$ cat config.mk
export PLATFORM = sky130hd
export DESIGN_NAME = synth_bias_config_regs
export DESIGN_NICKNAME = d
export VERILOG_FILES = /design/src/synth_bias_pkg.sv /design/src/synth_bias_config_regs.sv /design/src/cfg_byte_reg.sv
export SDC_FILE = /design/constraint.sdc
export NUM_CORES = 1
export LEC_CHECK = 0
export BUFFER_PORTS_ARGS = -buffer_cell sky130_fd_sc_hd__clkbuf_2
export CAP_MARGIN = 20
export CORE_ASPECT_RATIO = 0.75
export CORE_MARGIN = 2
export CORE_UTILIZATION = 55
export CTS_BUF_LIST = sky130_fd_sc_hd__clkbuf_8
export DETAILED_ROUTE_END_ITERATION = 16
export GPL_ROUTABILITY_DRIVEN = 0
export PLACE_DENSITY = 0.87
export SYNTH_ARGS = -nofsm -noshare
export SYNTH_HDL_FRONTEND = slang
export SYNTH_SLANG_ARGS = --single-unit
$ cat constraint.sdc
create_clock -name MCLK_I -period 3.3 [get_ports MCLK_I]
set_input_delay 0.495 -clock MCLK_I [delete_from_list [all_inputs] [get_ports MCLK_I]]
set_output_delay 0.495 -clock MCLK_I [all_outputs]
set_load 0.02 [all_outputs]
$ cat src/synth_bias_pkg.sv
/*
  Shared constants and carrier types for the second frequency word,
  separation, bias and output power configuration bank.
  Assumes an 8-bit register port with 7-bit addresses, as delivered
  by the serial configuration front end.
*/
package synth_bias_pkg;

  // ---------------------------------------------------------------
  // Widths
  // ---------------------------------------------------------------
  localparam int ADDR_W   = 7;
  localparam int DATA_W   = 8;
  localparam int NUM_REGS = 8;

  // ---------------------------------------------------------------
  // Register offsets
  // ---------------------------------------------------------------
  localparam logic [6:0] SECOND_FREQ_WORD_HIGH_ADDR = 7'h04;
  localparam logic [6:0] SECOND_FREQ_WORD_MID_ADDR  = 7'h05;
  localparam logic [6:0] SECOND_FREQ_WORD_LOW_ADDR  = 7'h06;
  localparam logic [6:0] SEPARATION_HIGH_ADDR       = 7'h07;
  localparam logic [6:0] SEPARATION_LOW_ADDR        = 7'h08;
  localparam logic [6:0] BIAS_CURRENT_SELECT_ADDR   = 7'h09;
  localparam logic [6:0] RECEIVE_PATH_CONTROL_ADDR  = 7'h0a;
  localparam logic [6:0] OUTPUT_POWER_SETTING_ADDR  = 7'h0b;

  // Bank indices, offset minus the first address
  localparam int IDX_FREQ_HIGH = 0;
  localparam int IDX_FREQ_MID  = 1;
  localparam int IDX_FREQ_LOW  = 2;
  localparam int IDX_SEP_HIGH  = 3;
  localparam int IDX_SEP_LOW   = 4;
  localparam int IDX_BIAS      = 5;
  localparam int IDX_RX_PATH   = 6;
  localparam int IDX_POWER     = 7;

  // ---------------------------------------------------------------
  // Values after reset and writable-bit masks, by bank index
  // ---------------------------------------------------------------
  localparam logic [7:0] REG_RESET [NUM_REGS] = '{
    8'h75, 8'ha5, 8'h4e, 8'h00, 8'h59, 8'hca, 8'h08, 8'h0f
  };
  localparam logic [7:0] REG_MASK [NUM_REGS] = '{
    8'hff, 8'hff, 8'hff, 8'h07, 8'hff, 8'hff, 8'h3f, 8'hff
  };

  // ---------------------------------------------------------------
  // Field positions
  // ---------------------------------------------------------------
  localparam int OSC_CORE_BIAS_LSB    = 4;
  localparam int LOCAL_OSC_BUF_LSB    = 2;
  localparam int AMP_BUF_LSB          = 0;
  localparam int FOLLOWER_BIT         = 5;
  localparam int LNA_BIAS_LSB         = 3;
  localparam int PIN_MODE_LSB         = 1;
  localparam int XOSC_OFF_BIT         = 0;
  localparam int HIGH_ARRAY_LSB       = 4;
  localparam int LOW_ARRAY_LSB        = 0;

  // Analog pin modes
  localparam logic [1:0] PIN_INTERNAL_PATH = 2'h0;
  localparam logic [1:0] PIN_SIGNAL_LEVEL  = 2'h1;
  localparam logic [1:0] PIN_MIXER_OUT     = 2'h2;

  // ---------------------------------------------------------------
  // Carriers
  // ---------------------------------------------------------------
  typedef struct packed {
    logic [6:0] addr;
    logic [7:0] data;
  } cfg_write_t;

  typedef struct packed {
    logic internal_if_on;
    logic signal_level_on;
    logic mixer_out_on;
  } pin_route_t;

endpackage : synth_bias_pkg

$ cat src/synth_bias_config_regs.sv
/*
  Configuration bank at 04h..0Bh: second frequency word, separation,
  bias selects, analog pin mode, crystal bypass and output power.
  Assumes the serial front end delivers decoded one-cycle write and
  read strobes, and the main control register supplies its reset
  bit and frequency word select as levels.
*/
`timescale 1ns/1ps

module synth_bias_config_regs (
  input  wire logic                     MCLK_I,
  input  wire logic                     SRST_I,
  input  wire logic                     REG_RESET_N_I,
  input  wire logic                     FREQ_WORD_SEL_I,
  input  wire logic [23:0]              FIRST_FREQ_WORD_I,
  input  wire logic                     CFG_WE_I,
  input  wire synth_bias_pkg::cfg_write_t CFG_WR_I,
  input  wire logic                     CFG_RE_I,
  input  wire logic [6:0]               CFG_RADDR_I,
  output logic      [7:0]               CFG_RDATA_O,
  output logic      [23:0]              SECOND_FREQ_WORD_O,
  output logic      [23:0]              ACTIVE_FREQ_WORD_O,
  output logic      [10:0]              SEPARATION_O,
  output logic      [3:0]               OSC_CORE_BIAS_O,
  output logic      [1:0]               LOCAL_OSC_BUFFER_LEVEL_O,
  output logic      [1:0]               AMP_BUFFER_LEVEL_O,
  output logic                          AMP_FOLLOWER_STAGE_O,
  output logic      [1:0]               LOW_NOISE_AMP_BIAS_O,
  output logic      [1:0]               ANALOG_PIN_MODE_O,
  output synth_bias_pkg::pin_route_t    PIN_ROUTE_O,
  output logic                          CRYSTAL_OSC_OFF_O,
  output logic      [3:0]               HIGH_ARRAY_POWER_O,
  output logic      [3:0]               LOW_ARRAY_POWER_O
);

  // ---------------------------------------------------------------
  // Address decode
  // ---------------------------------------------------------------
  function automatic logic in_bank(input logic [6:0] addr);
    return (addr >= synth_bias_pkg::SECOND_FREQ_WORD_HIGH_ADDR) &&
           (addr <= synth_bias_pkg::OUTPUT_POWER_SETTING_ADDR);
  endfunction : in_bank

  function automatic logic [2:0] bank_index(input logic [6:0] addr);
    logic [6:0] diff;
    diff = addr - synth_bias_pkg::SECOND_FREQ_WORD_HIGH_ADDR;
    return diff[2:0];
  endfunction : bank_index

  logic [7:0] bank [synth_bias_pkg::NUM_REGS];
  logic       wr_hit;
  logic [2:0] wr_idx;
  logic       rd_hit;
  logic [2:0] rd_idx;
  logic [7:0] next_rdata;

  assign wr_hit     = CFG_WE_I && in_bank(CFG_WR_I.addr);
  assign wr_idx     = bank_index(CFG_WR_I.addr);
  assign rd_hit     = in_bank(CFG_RADDR_I);
  assign rd_idx     = bank_index(CFG_RADDR_I);
  assign next_rdata = rd_hit ? bank[rd_idx] : 8'h00;

  // ---------------------------------------------------------------
  // Register bank
  // ---------------------------------------------------------------
  // per-byte storage with defaults
  for (genvar g = 0; g < synth_bias_pkg::NUM_REGS; g++) begin : g_reg
    cfg_byte_reg #(
      .RESET_VAL (synth_bias_pkg::REG_RESET[g]),
      .MASK      (synth_bias_pkg::REG_MASK[g])
    ) u_reg (
      .clk_i         (MCLK_I),
      .srst_i        (SRST_I),
      .reg_reset_n_i (REG_RESET_N_I),
      .we_i          (wr_hit && (wr_idx == 3'(g))),
      .wdata_i       (CFG_WR_I.data),
      .q_o           (bank[g])
    );
  end

  // ---------------------------------------------------------------
  // Field views
  // ---------------------------------------------------------------
  logic [7:0] bias_reg;
  logic [7:0] path_reg;
  logic [7:0] power_reg;
  logic [1:0] pin_mode;
  logic [23:0] second_word;
  logic [23:0] next_active;
  synth_bias_pkg::pin_route_t next_route;

  assign bias_reg    = bank[synth_bias_pkg::IDX_BIAS];
  assign path_reg    = bank[synth_bias_pkg::IDX_RX_PATH];
  assign power_reg   = bank[synth_bias_pkg::IDX_POWER];
  assign pin_mode    = path_reg[synth_bias_pkg::PIN_MODE_LSB +: 2];
  assign second_word = {bank[synth_bias_pkg::IDX_FREQ_HIGH],
                        bank[synth_bias_pkg::IDX_FREQ_MID],
                        bank[synth_bias_pkg::IDX_FREQ_LOW]};
  assign next_active = FREQ_WORD_SEL_I ? second_word : FIRST_FREQ_WORD_I;

  // pin mode decode; code 11 routes nothing
  assign next_route.internal_if_on  = (pin_mode == synth_bias_pkg::PIN_INTERNAL_PATH) ||
                                      (pin_mode == synth_bias_pkg::PIN_SIGNAL_LEVEL);
  assign next_route.signal_level_on = (pin_mode == synth_bias_pkg::PIN_SIGNAL_LEVEL);
  assign next_route.mixer_out_on    = (pin_mode == synth_bias_pkg::PIN_MIXER_OUT);

  // ---------------------------------------------------------------
  // Output stage
  // ---------------------------------------------------------------
  always_ff @(posedge MCLK_I) begin
    if (SRST_I) begin
      CFG_RDATA_O        <= 8'h00;
      ACTIVE_FREQ_WORD_O <= 24'h000000;
      PIN_ROUTE_O        <= '0;
    end else begin
      if (CFG_RE_I) begin
        CFG_RDATA_O <= next_rdata;
      end
      ACTIVE_FREQ_WORD_O <= next_active;
      PIN_ROUTE_O        <= next_route;
    end
  end

  // Field outputs are direct slices of the bank flip-flops
  assign SECOND_FREQ_WORD_O       = second_word;
  assign SEPARATION_O             = {bank[synth_bias_pkg::IDX_SEP_HIGH][2:0],
                                     bank[synth_bias_pkg::IDX_SEP_LOW]};
  assign OSC_CORE_BIAS_O          = bias_reg[synth_bias_pkg::OSC_CORE_BIAS_LSB +: 4];
  assign LOCAL_OSC_BUFFER_LEVEL_O = bias_reg[synth_bias_pkg::LOCAL_OSC_BUF_LSB +: 2];
  assign AMP_BUFFER_LEVEL_O       = bias_reg[synth_bias_pkg::AMP_BUF_LSB +: 2];
  assign AMP_FOLLOWER_STAGE_O     = path_reg[synth_bias_pkg::FOLLOWER_BIT];
  assign LOW_NOISE_AMP_BIAS_O     = path_reg[synth_bias_pkg::LNA_BIAS_LSB +: 2];
  assign ANALOG_PIN_MODE_O        = pin_mode;
  assign CRYSTAL_OSC_OFF_O        = path_reg[synth_bias_pkg::XOSC_OFF_BIT];
  // host keeps this zero in power-down; stored as written
  assign HIGH_ARRAY_POWER_O       = power_reg[synth_bias_pkg::HIGH_ARRAY_LSB +: 4];
  assign LOW_ARRAY_POWER_O        = power_reg[synth_bias_pkg::LOW_ARRAY_LSB +: 4];

  // ---------------------------------------------------------------
  // Assertions
  // ---------------------------------------------------------------
  logic reset_any;
  assign reset_any = SRST_I || !REG_RESET_N_I;

  property p_freq_defaults;
    @(posedge MCLK_I) disable iff (SRST_I)
      !REG_RESET_N_I |=> (SECOND_FREQ_WORD_O == 24'h75a54e);
  endproperty
  a_freq_defaults: assert property (p_freq_defaults) else $error("second word default wrong");

  property p_sep_defaults;
    @(posedge MCLK_I) disable iff (SRST_I)
      !REG_RESET_N_I |=> (SEPARATION_O == 11'h059);
  endproperty
  a_sep_defaults: assert property (p_sep_defaults) else $error("separation default wrong");

  property p_bias_defaults;
    @(posedge MCLK_I) disable iff (SRST_I)
      !REG_RESET_N_I |=> (OSC_CORE_BIAS_O == 4'hc) && (LOCAL_OSC_BUFFER_LEVEL_O == 2'h2) &&
                         (AMP_BUFFER_LEVEL_O == 2'h2);
  endproperty
  a_bias_defaults: assert property (p_bias_defaults) else $error("bias default wrong");

  property p_path_defaults;
    @(posedge MCLK_I) disable iff (SRST_I)
      !REG_RESET_N_I |=> !AMP_FOLLOWER_STAGE_O && (LOW_NOISE_AMP_BIAS_O == 2'h1) &&
                         (ANALOG_PIN_MODE_O == 2'h0) && !CRYSTAL_OSC_OFF_O;
  endproperty
  a_path_defaults: assert property (p_path_defaults) else $error("front path default wrong");

  property p_power_defaults;
    @(posedge MCLK_I) disable iff (SRST_I)
      !REG_RESET_N_I |=> (HIGH_ARRAY_POWER_O == 4'h0) && (LOW_ARRAY_POWER_O == 4'hf);
  endproperty
  a_power_defaults: assert property (p_power_defaults) else $error("power default wrong");

  property p_write_word_high;
    @(posedge MCLK_I) disable iff (reset_any)
      (CFG_WE_I && CFG_WR_I.addr == 7'h04) ##1 !reset_any
      |-> (SECOND_FREQ_WORD_O[23:16] == $past(CFG_WR_I.data));
  endproperty
  a_write_word_high: assert property (p_write_word_high) else $error("word high not written");

  property p_sep_top_zero;
    @(posedge MCLK_I) disable iff (SRST_I)
      (CFG_RE_I && CFG_RADDR_I == 7'h07) |=> (CFG_RDATA_O[7:3] == 5'h00);
  endproperty
  a_sep_top_zero: assert property (p_sep_top_zero) else $error("unused separation bits nonzero");

  property p_path_top_zero;
    @(posedge MCLK_I) disable iff (SRST_I)
      (CFG_RE_I && CFG_RADDR_I == 7'h0a) |=> (CFG_RDATA_O[7:6] == 2'h0);
  endproperty
  a_path_top_zero: assert property (p_path_top_zero) else $error("unused path bits nonzero");

  property p_unmapped_zero;
    @(posedge MCLK_I) disable iff (SRST_I)
      (CFG_RE_I && (CFG_RADDR_I < 7'h04 || CFG_RADDR_I > 7'h0b)) |=> (CFG_RDATA_O == 8'h00);
  endproperty
  a_unmapped_zero: assert property (p_unmapped_zero) else $error("unmapped read nonzero");

  property p_hold;
    @(posedge MCLK_I) disable iff (reset_any)
      !CFG_WE_I ##1 !reset_any |-> $stable(SECOND_FREQ_WORD_O) && $stable(SEPARATION_O) &&
                                   $stable(LOW_ARRAY_POWER_O) && $stable(HIGH_ARRAY_POWER_O);
  endproperty
  a_hold: assert property (p_hold) else $error("field changed without write");

  property p_active_word;
    @(posedge MCLK_I) disable iff (SRST_I)
      FREQ_WORD_SEL_I |=> (ACTIVE_FREQ_WORD_O == $past(SECOND_FREQ_WORD_O));
  endproperty
  a_active_word: assert property (p_active_word) else $error("second word not selected");

  property p_first_word;
    @(posedge MCLK_I) disable iff (SRST_I)
      !FREQ_WORD_SEL_I |=> (ACTIVE_FREQ_WORD_O == $past(FIRST_FREQ_WORD_I));
  endproperty
  a_first_word: assert property (p_first_word) else $error("first word not selected");

  property p_mixer_mode;
    @(posedge MCLK_I) disable iff (SRST_I)
      (ANALOG_PIN_MODE_O == 2'h2) |=> PIN_ROUTE_O.mixer_out_on && !PIN_ROUTE_O.internal_if_on;
  endproperty
  a_mixer_mode: assert property (p_mixer_mode) else $error("mixer mode route wrong");

  property p_xosc_write;
    @(posedge MCLK_I) disable iff (reset_any)
      (CFG_WE_I && CFG_WR_I.addr == 7'h0a) ##1 !reset_any
      |-> (CRYSTAL_OSC_OFF_O == $past(CFG_WR_I.data[0]));
  endproperty
  a_xosc_write: assert property (p_xosc_write) else $error("crystal bypass not written");

  property p_write_sep_high;
    @(posedge MCLK_I) disable iff (reset_any)
      (CFG_WE_I && CFG_WR_I.addr == 7'h07) ##1 !reset_any
      |-> (SEPARATION_O[10:8] == $past(CFG_WR_I.data[2:0]));
  endproperty
  a_write_sep_high: assert property (p_write_sep_high) else $error("separation top not written");

  property p_write_sep_low;
    @(posedge MCLK_I) disable iff (reset_any)
      (CFG_WE_I && CFG_WR_I.addr == 7'h08) ##1 !reset_any
      |-> (SEPARATION_O[7:0] == $past(CFG_WR_I.data));
  endproperty
  a_write_sep_low: assert property (p_write_sep_low) else $error("separation low not written");

  property p_write_bias;
    @(posedge MCLK_I) disable iff (reset_any)
      (CFG_WE_I && CFG_WR_I.addr == 7'h09) ##1 !reset_any
      |-> ({OSC_CORE_BIAS_O, LOCAL_OSC_BUFFER_LEVEL_O, AMP_BUFFER_LEVEL_O} == $past(CFG_WR_I.data));
  endproperty
  a_write_bias: assert property (p_write_bias) else $error("bias fields not written");

  property p_write_path;
    @(posedge MCLK_I) disable iff (reset_any)
      (CFG_WE_I && CFG_WR_I.addr == 7'h0a) ##1 !reset_any
      |-> ({AMP_FOLLOWER_STAGE_O, LOW_NOISE_AMP_BIAS_O, ANALOG_PIN_MODE_O, CRYSTAL_OSC_OFF_O} == $past(CFG_WR_I.data[5:0]));
  endproperty
  a_write_path: assert property (p_write_path) else $error("front path fields not written");

  property p_write_power;
    @(posedge MCLK_I) disable iff (reset_any)
      (CFG_WE_I && CFG_WR_I.addr == 7'h0b) ##1 !reset_any
      |-> ({HIGH_ARRAY_POWER_O, LOW_ARRAY_POWER_O} == $past(CFG_WR_I.data));
  endproperty
  a_write_power: assert property (p_write_power) else $error("power fields not written");

  property p_read_word_high;
    @(posedge MCLK_I) disable iff (SRST_I)
      (CFG_RE_I && CFG_RADDR_I == 7'h04) |=> (CFG_RDATA_O == $past(SECOND_FREQ_WORD_O[23:16]));
  endproperty
  a_read_word_high: assert property (p_read_word_high) else $error("word high read wrong");

  property p_rdata_hold;
    @(posedge MCLK_I) disable iff (SRST_I)
      !CFG_RE_I |=> $stable(CFG_RDATA_O);
  endproperty
  a_rdata_hold: assert property (p_rdata_hold) else $error("read data changed without read");

  property p_route_signal;
    @(posedge MCLK_I) disable iff (SRST_I)
      (ANALOG_PIN_MODE_O == 2'h1) |=> PIN_ROUTE_O.signal_level_on && PIN_ROUTE_O.internal_if_on &&
                                      !PIN_ROUTE_O.mixer_out_on;
  endproperty
  a_route_signal: assert property (p_route_signal) else $error("signal level route wrong");

  property p_route_none;
    @(posedge MCLK_I) disable iff (SRST_I)
      (ANALOG_PIN_MODE_O == 2'h3) |=> (PIN_ROUTE_O == 3'h0);
  endproperty
  a_route_none: assert property (p_route_none) else $error("unused mode route not off");

  c_reg_reset:  cover property (@(posedge MCLK_I) disable iff (SRST_I) !REG_RESET_N_I ##1 REG_RESET_N_I);
  c_power_zero: cover property (@(posedge MCLK_I) disable iff (SRST_I)
                                CFG_WE_I && CFG_WR_I.addr == 7'h0b && CFG_WR_I.data == 8'h00);
  c_sel_second: cover property (@(posedge MCLK_I) disable iff (SRST_I) !FREQ_WORD_SEL_I ##1 FREQ_WORD_SEL_I);
  c_signal_pin: cover property (@(posedge MCLK_I) disable iff (SRST_I) PIN_ROUTE_O.signal_level_on);

endmodule : synth_bias_config_regs

$ cat src/cfg_byte_reg.sv
/*
  One 8-bit configuration register with a value after reset and a
  mask of implemented bits.
  Assumes a single clock; both resets are synchronous.
*/
`timescale 1ns/1ps
module cfg_byte_reg #(
  parameter logic [7:0] RESET_VAL = 8'h00,
  parameter logic [7:0] MASK      = 8'hff
) (
  input  wire logic       clk_i,
  input  wire logic       srst_i,
  input  wire logic       reg_reset_n_i,
  input  wire logic       we_i,
  input  wire logic [7:0] wdata_i,
  output logic      [7:0] q_o
);

  logic [7:0] next_q;

  // Register reset wins over a write in the same cycle
  assign next_q = (srst_i || !reg_reset_n_i) ? RESET_VAL :
                  we_i                        ? (wdata_i & MASK) :
                                                q_o;

  always_ff @(posedge clk_i) begin
    q_o <= next_q;
  end

endmodule : cfg_byte_reg

==> run metrics <==
Setup TNS 0 ps; worst-margin pin slew 958 ps; die height 76.5 um; hold_buf cts 0; largest area contributor in the netlist dfxtp_1; Synth cell types 36; total chip power 2.08 mW; Syn Area/Cell 11.0 um^2; Synth area leaders dfxtp_1 (48%), mux2i_1 (22%), nor2_1 (6.4%), mux4_2 (5.8%), nand2_1 (3.2%); largest net degree at the start of global routing 32; Leak Pwr 2.50 nW; part of the cycle the worst path needs 58.3%; Initial Utilization 56.7%; MaxCap Viol Count 0; Non-Filler Instances 573; Final Setup Violations 0; DRC Markers 0; via count 3164; Syn-to-layout area delta 22.9%; core area 6800 um^2; synthesized area 3860 um^2; P per Cell Area 439 nW/um^2; drt via density 5.52; share of cells above drive strength 1 37.2%; footprint of the multi-input gates 1870 um^2; CTS HTree Levels 3; Post-Syn Nets 402; Ports 144; Req. time, crit path 3530 ps; chip width 101 um; Hold Slack 370 ps; first-pass GRT wire length 15800 um; commonest cells in the netlist dfxtp_1 (92), mux2i_1 (85), nor2_1 (66), nand2_1 (33), mux4_2 (10); dpl cells 557; Seq cells post-synth 92; global router's overall resource usage 26.5%; unrepaired setup endpoints after global routing false; Final ANT Viol Nets 0; post-synth top area share 47.7%; critical path peak fanout 8; vias in the first global route 3111; Seq. cell area 1840 um^2; FMAX 520 MHz; register area share after synthesis 47.7%; CTS resizes 0; CTS clock-pin slew for the worst setup and hold paths 90 ps; status completed; Die Area 7710 um^2; Hold Path Class primary input to flip-flop; Slew Limit Fails 0; Iteration-0 DRC Markers 158; Layout fillers 501; initial antenna violation count 0; CP Capture Type flip-flop; site row count 26; WS Path Type primary input to flip-flop; WL/cell 17.6 um; top_reg_cell synth dfxtp_1; Relative slew margins 35.8%; Skew-Pair Late Insertion Delay 350 ps; clock root cell clkbuf_8; Num CTS Buffers 9; Final HPWL DP 7400 um; port bufs 143; YS warnings 0; drt pass-1 iters 4; Cells after Synth 350; fin crit period 1920 ps; nets 536; top-count cell post-synth dfxtp_1; post-CTS setup buffers 0; grt ovf 0; Post-synth ARST share 0%; Setup crit start kind primary input; Final Hold Fails 0; WL final 10100 um; Clock Tree Buf Depth 2; CTS tree yes; reg2reg setup slack 1990 ps; diode count 0; clk sinks 92; WP data arrival 2150 ps; number of synthesized flops with an enable pin 0; maximum VDD drop 304 uV; Post-Route Skew 7.82 ps
## where the power goes
| part | internal, mW | switching, mW | total [mW] |
|---|---|---|---|
| Clock | 0.354 | 0.401 | 0.755 |
| Combinational | 0.0766 | 0.119 | 0.196 |
| Sequential | 1.13 | 0.00530 | 1.13 |
| Total | 1.56 | 0.526 | 2.08 |
## per-layer routing
metal | global-route usage [%] | vias to the layer above | wire [um]
met5 | 0 | - | 0
met4 | 8.08 | 0 | 65
met3 | 7.06 | 5 | 1040
met2 | 41.5 | 180 | 4610
met1 | 35.8 | 1489 | 4340
li1 | - | 1490 | -
## metrics by stage
step                      setup slack [ps]  instance area, um^2  util [%]
after global routing                  1260                 4740      69.7
final                                 1380                 4740      69.7
after detailed placement               987                 4540      66.8
after CTS                             1380                 4740      69.7
after floorplan                       1730                 3860         -
after global placement                1070                 4540      66.8
## cell usage in the layout, fill, tap and decap left out, drive strengths merged
cell type / synthesis / routed
mux2i: 85 / 85
a2bb2oi: 3 / 3
nor2: 66 / 66
clkinv: 0 / 3
dfxtp: 92 / 92
nand3b: 1 / 1
o41ai: 1 / 1
mux2: 1 / 1
buf: 11 / 1
nand2b: 2 / 2
a221o: 3 / 3
bufinv: 0 / 1
a311oi: 1 / 1
a22oi: 3 / 3
nor4b: 2 / 2
clkinvlp: 0 / 1
clkbuf: 7 / 152
nor2b: 3 / 3
inv: 0 / 2
and2: 1 / 1
o211a: 2 / 2
and2b: 5 / 5
mux4: 10 / 10
nand3: 7 / 7
nand4: 3 / 3
o21ai: 3 / 3
o31ai: 1 / 1
nand2: 33 / 33
nor3b: 1 / 1
## area by class of cell
class	count	share of cell area (%)
clock buffer	9	2.61
clock inverter	7	1.61
multi-input combinational	237	39.5
sequential	92	38.8
tap	84	2.22
timing repair buffer	144	15.3
## final timing paths
kind | from | endpoint | cells after the start
max reg2reg | g_reg[6].u_reg.q_o[4] | CFG_RDATA_O[4] | 2
min reg2reg | CFG_RDATA_O[6] | CFG_RDATA_O[6] | 2
min | FIRST_FREQ_WORD_I[5] | ACTIVE_FREQ_WORD_O[5] | 3
max | CFG_WR_I[13] | g_reg[6].u_reg.q_o[1] | 5
## registers in the layout (all words and copies together) (netlist names)
register            flops
g.u_reg.q_o            57
ACTIVE_FREQ_WORD_O     24
CFG_RDATA_O             8
PIN_ROUTE_O             3
## worst max-delay path: stages
cell and delay (ps):
clkbuf_2 100, nor4b_4 850, nand3_2 390, mux2i_1 260
nor2_1 60
## kinds of logic after synthesis
| kind of cell | after synthesis | synth area share, % |
|---|---|---|
| multiplexers | 96 | 28.2 |
| buffers and inverters | 21 | 3.76 |
| AND/OR/NAND/NOR | 124 | 16.6 |
| flip-flops | 92 | 47.7 |
| AO/OA/AOI/OAI | 17 | 3.73 |
Note: power is estimated with default switching activity, not from simulation.
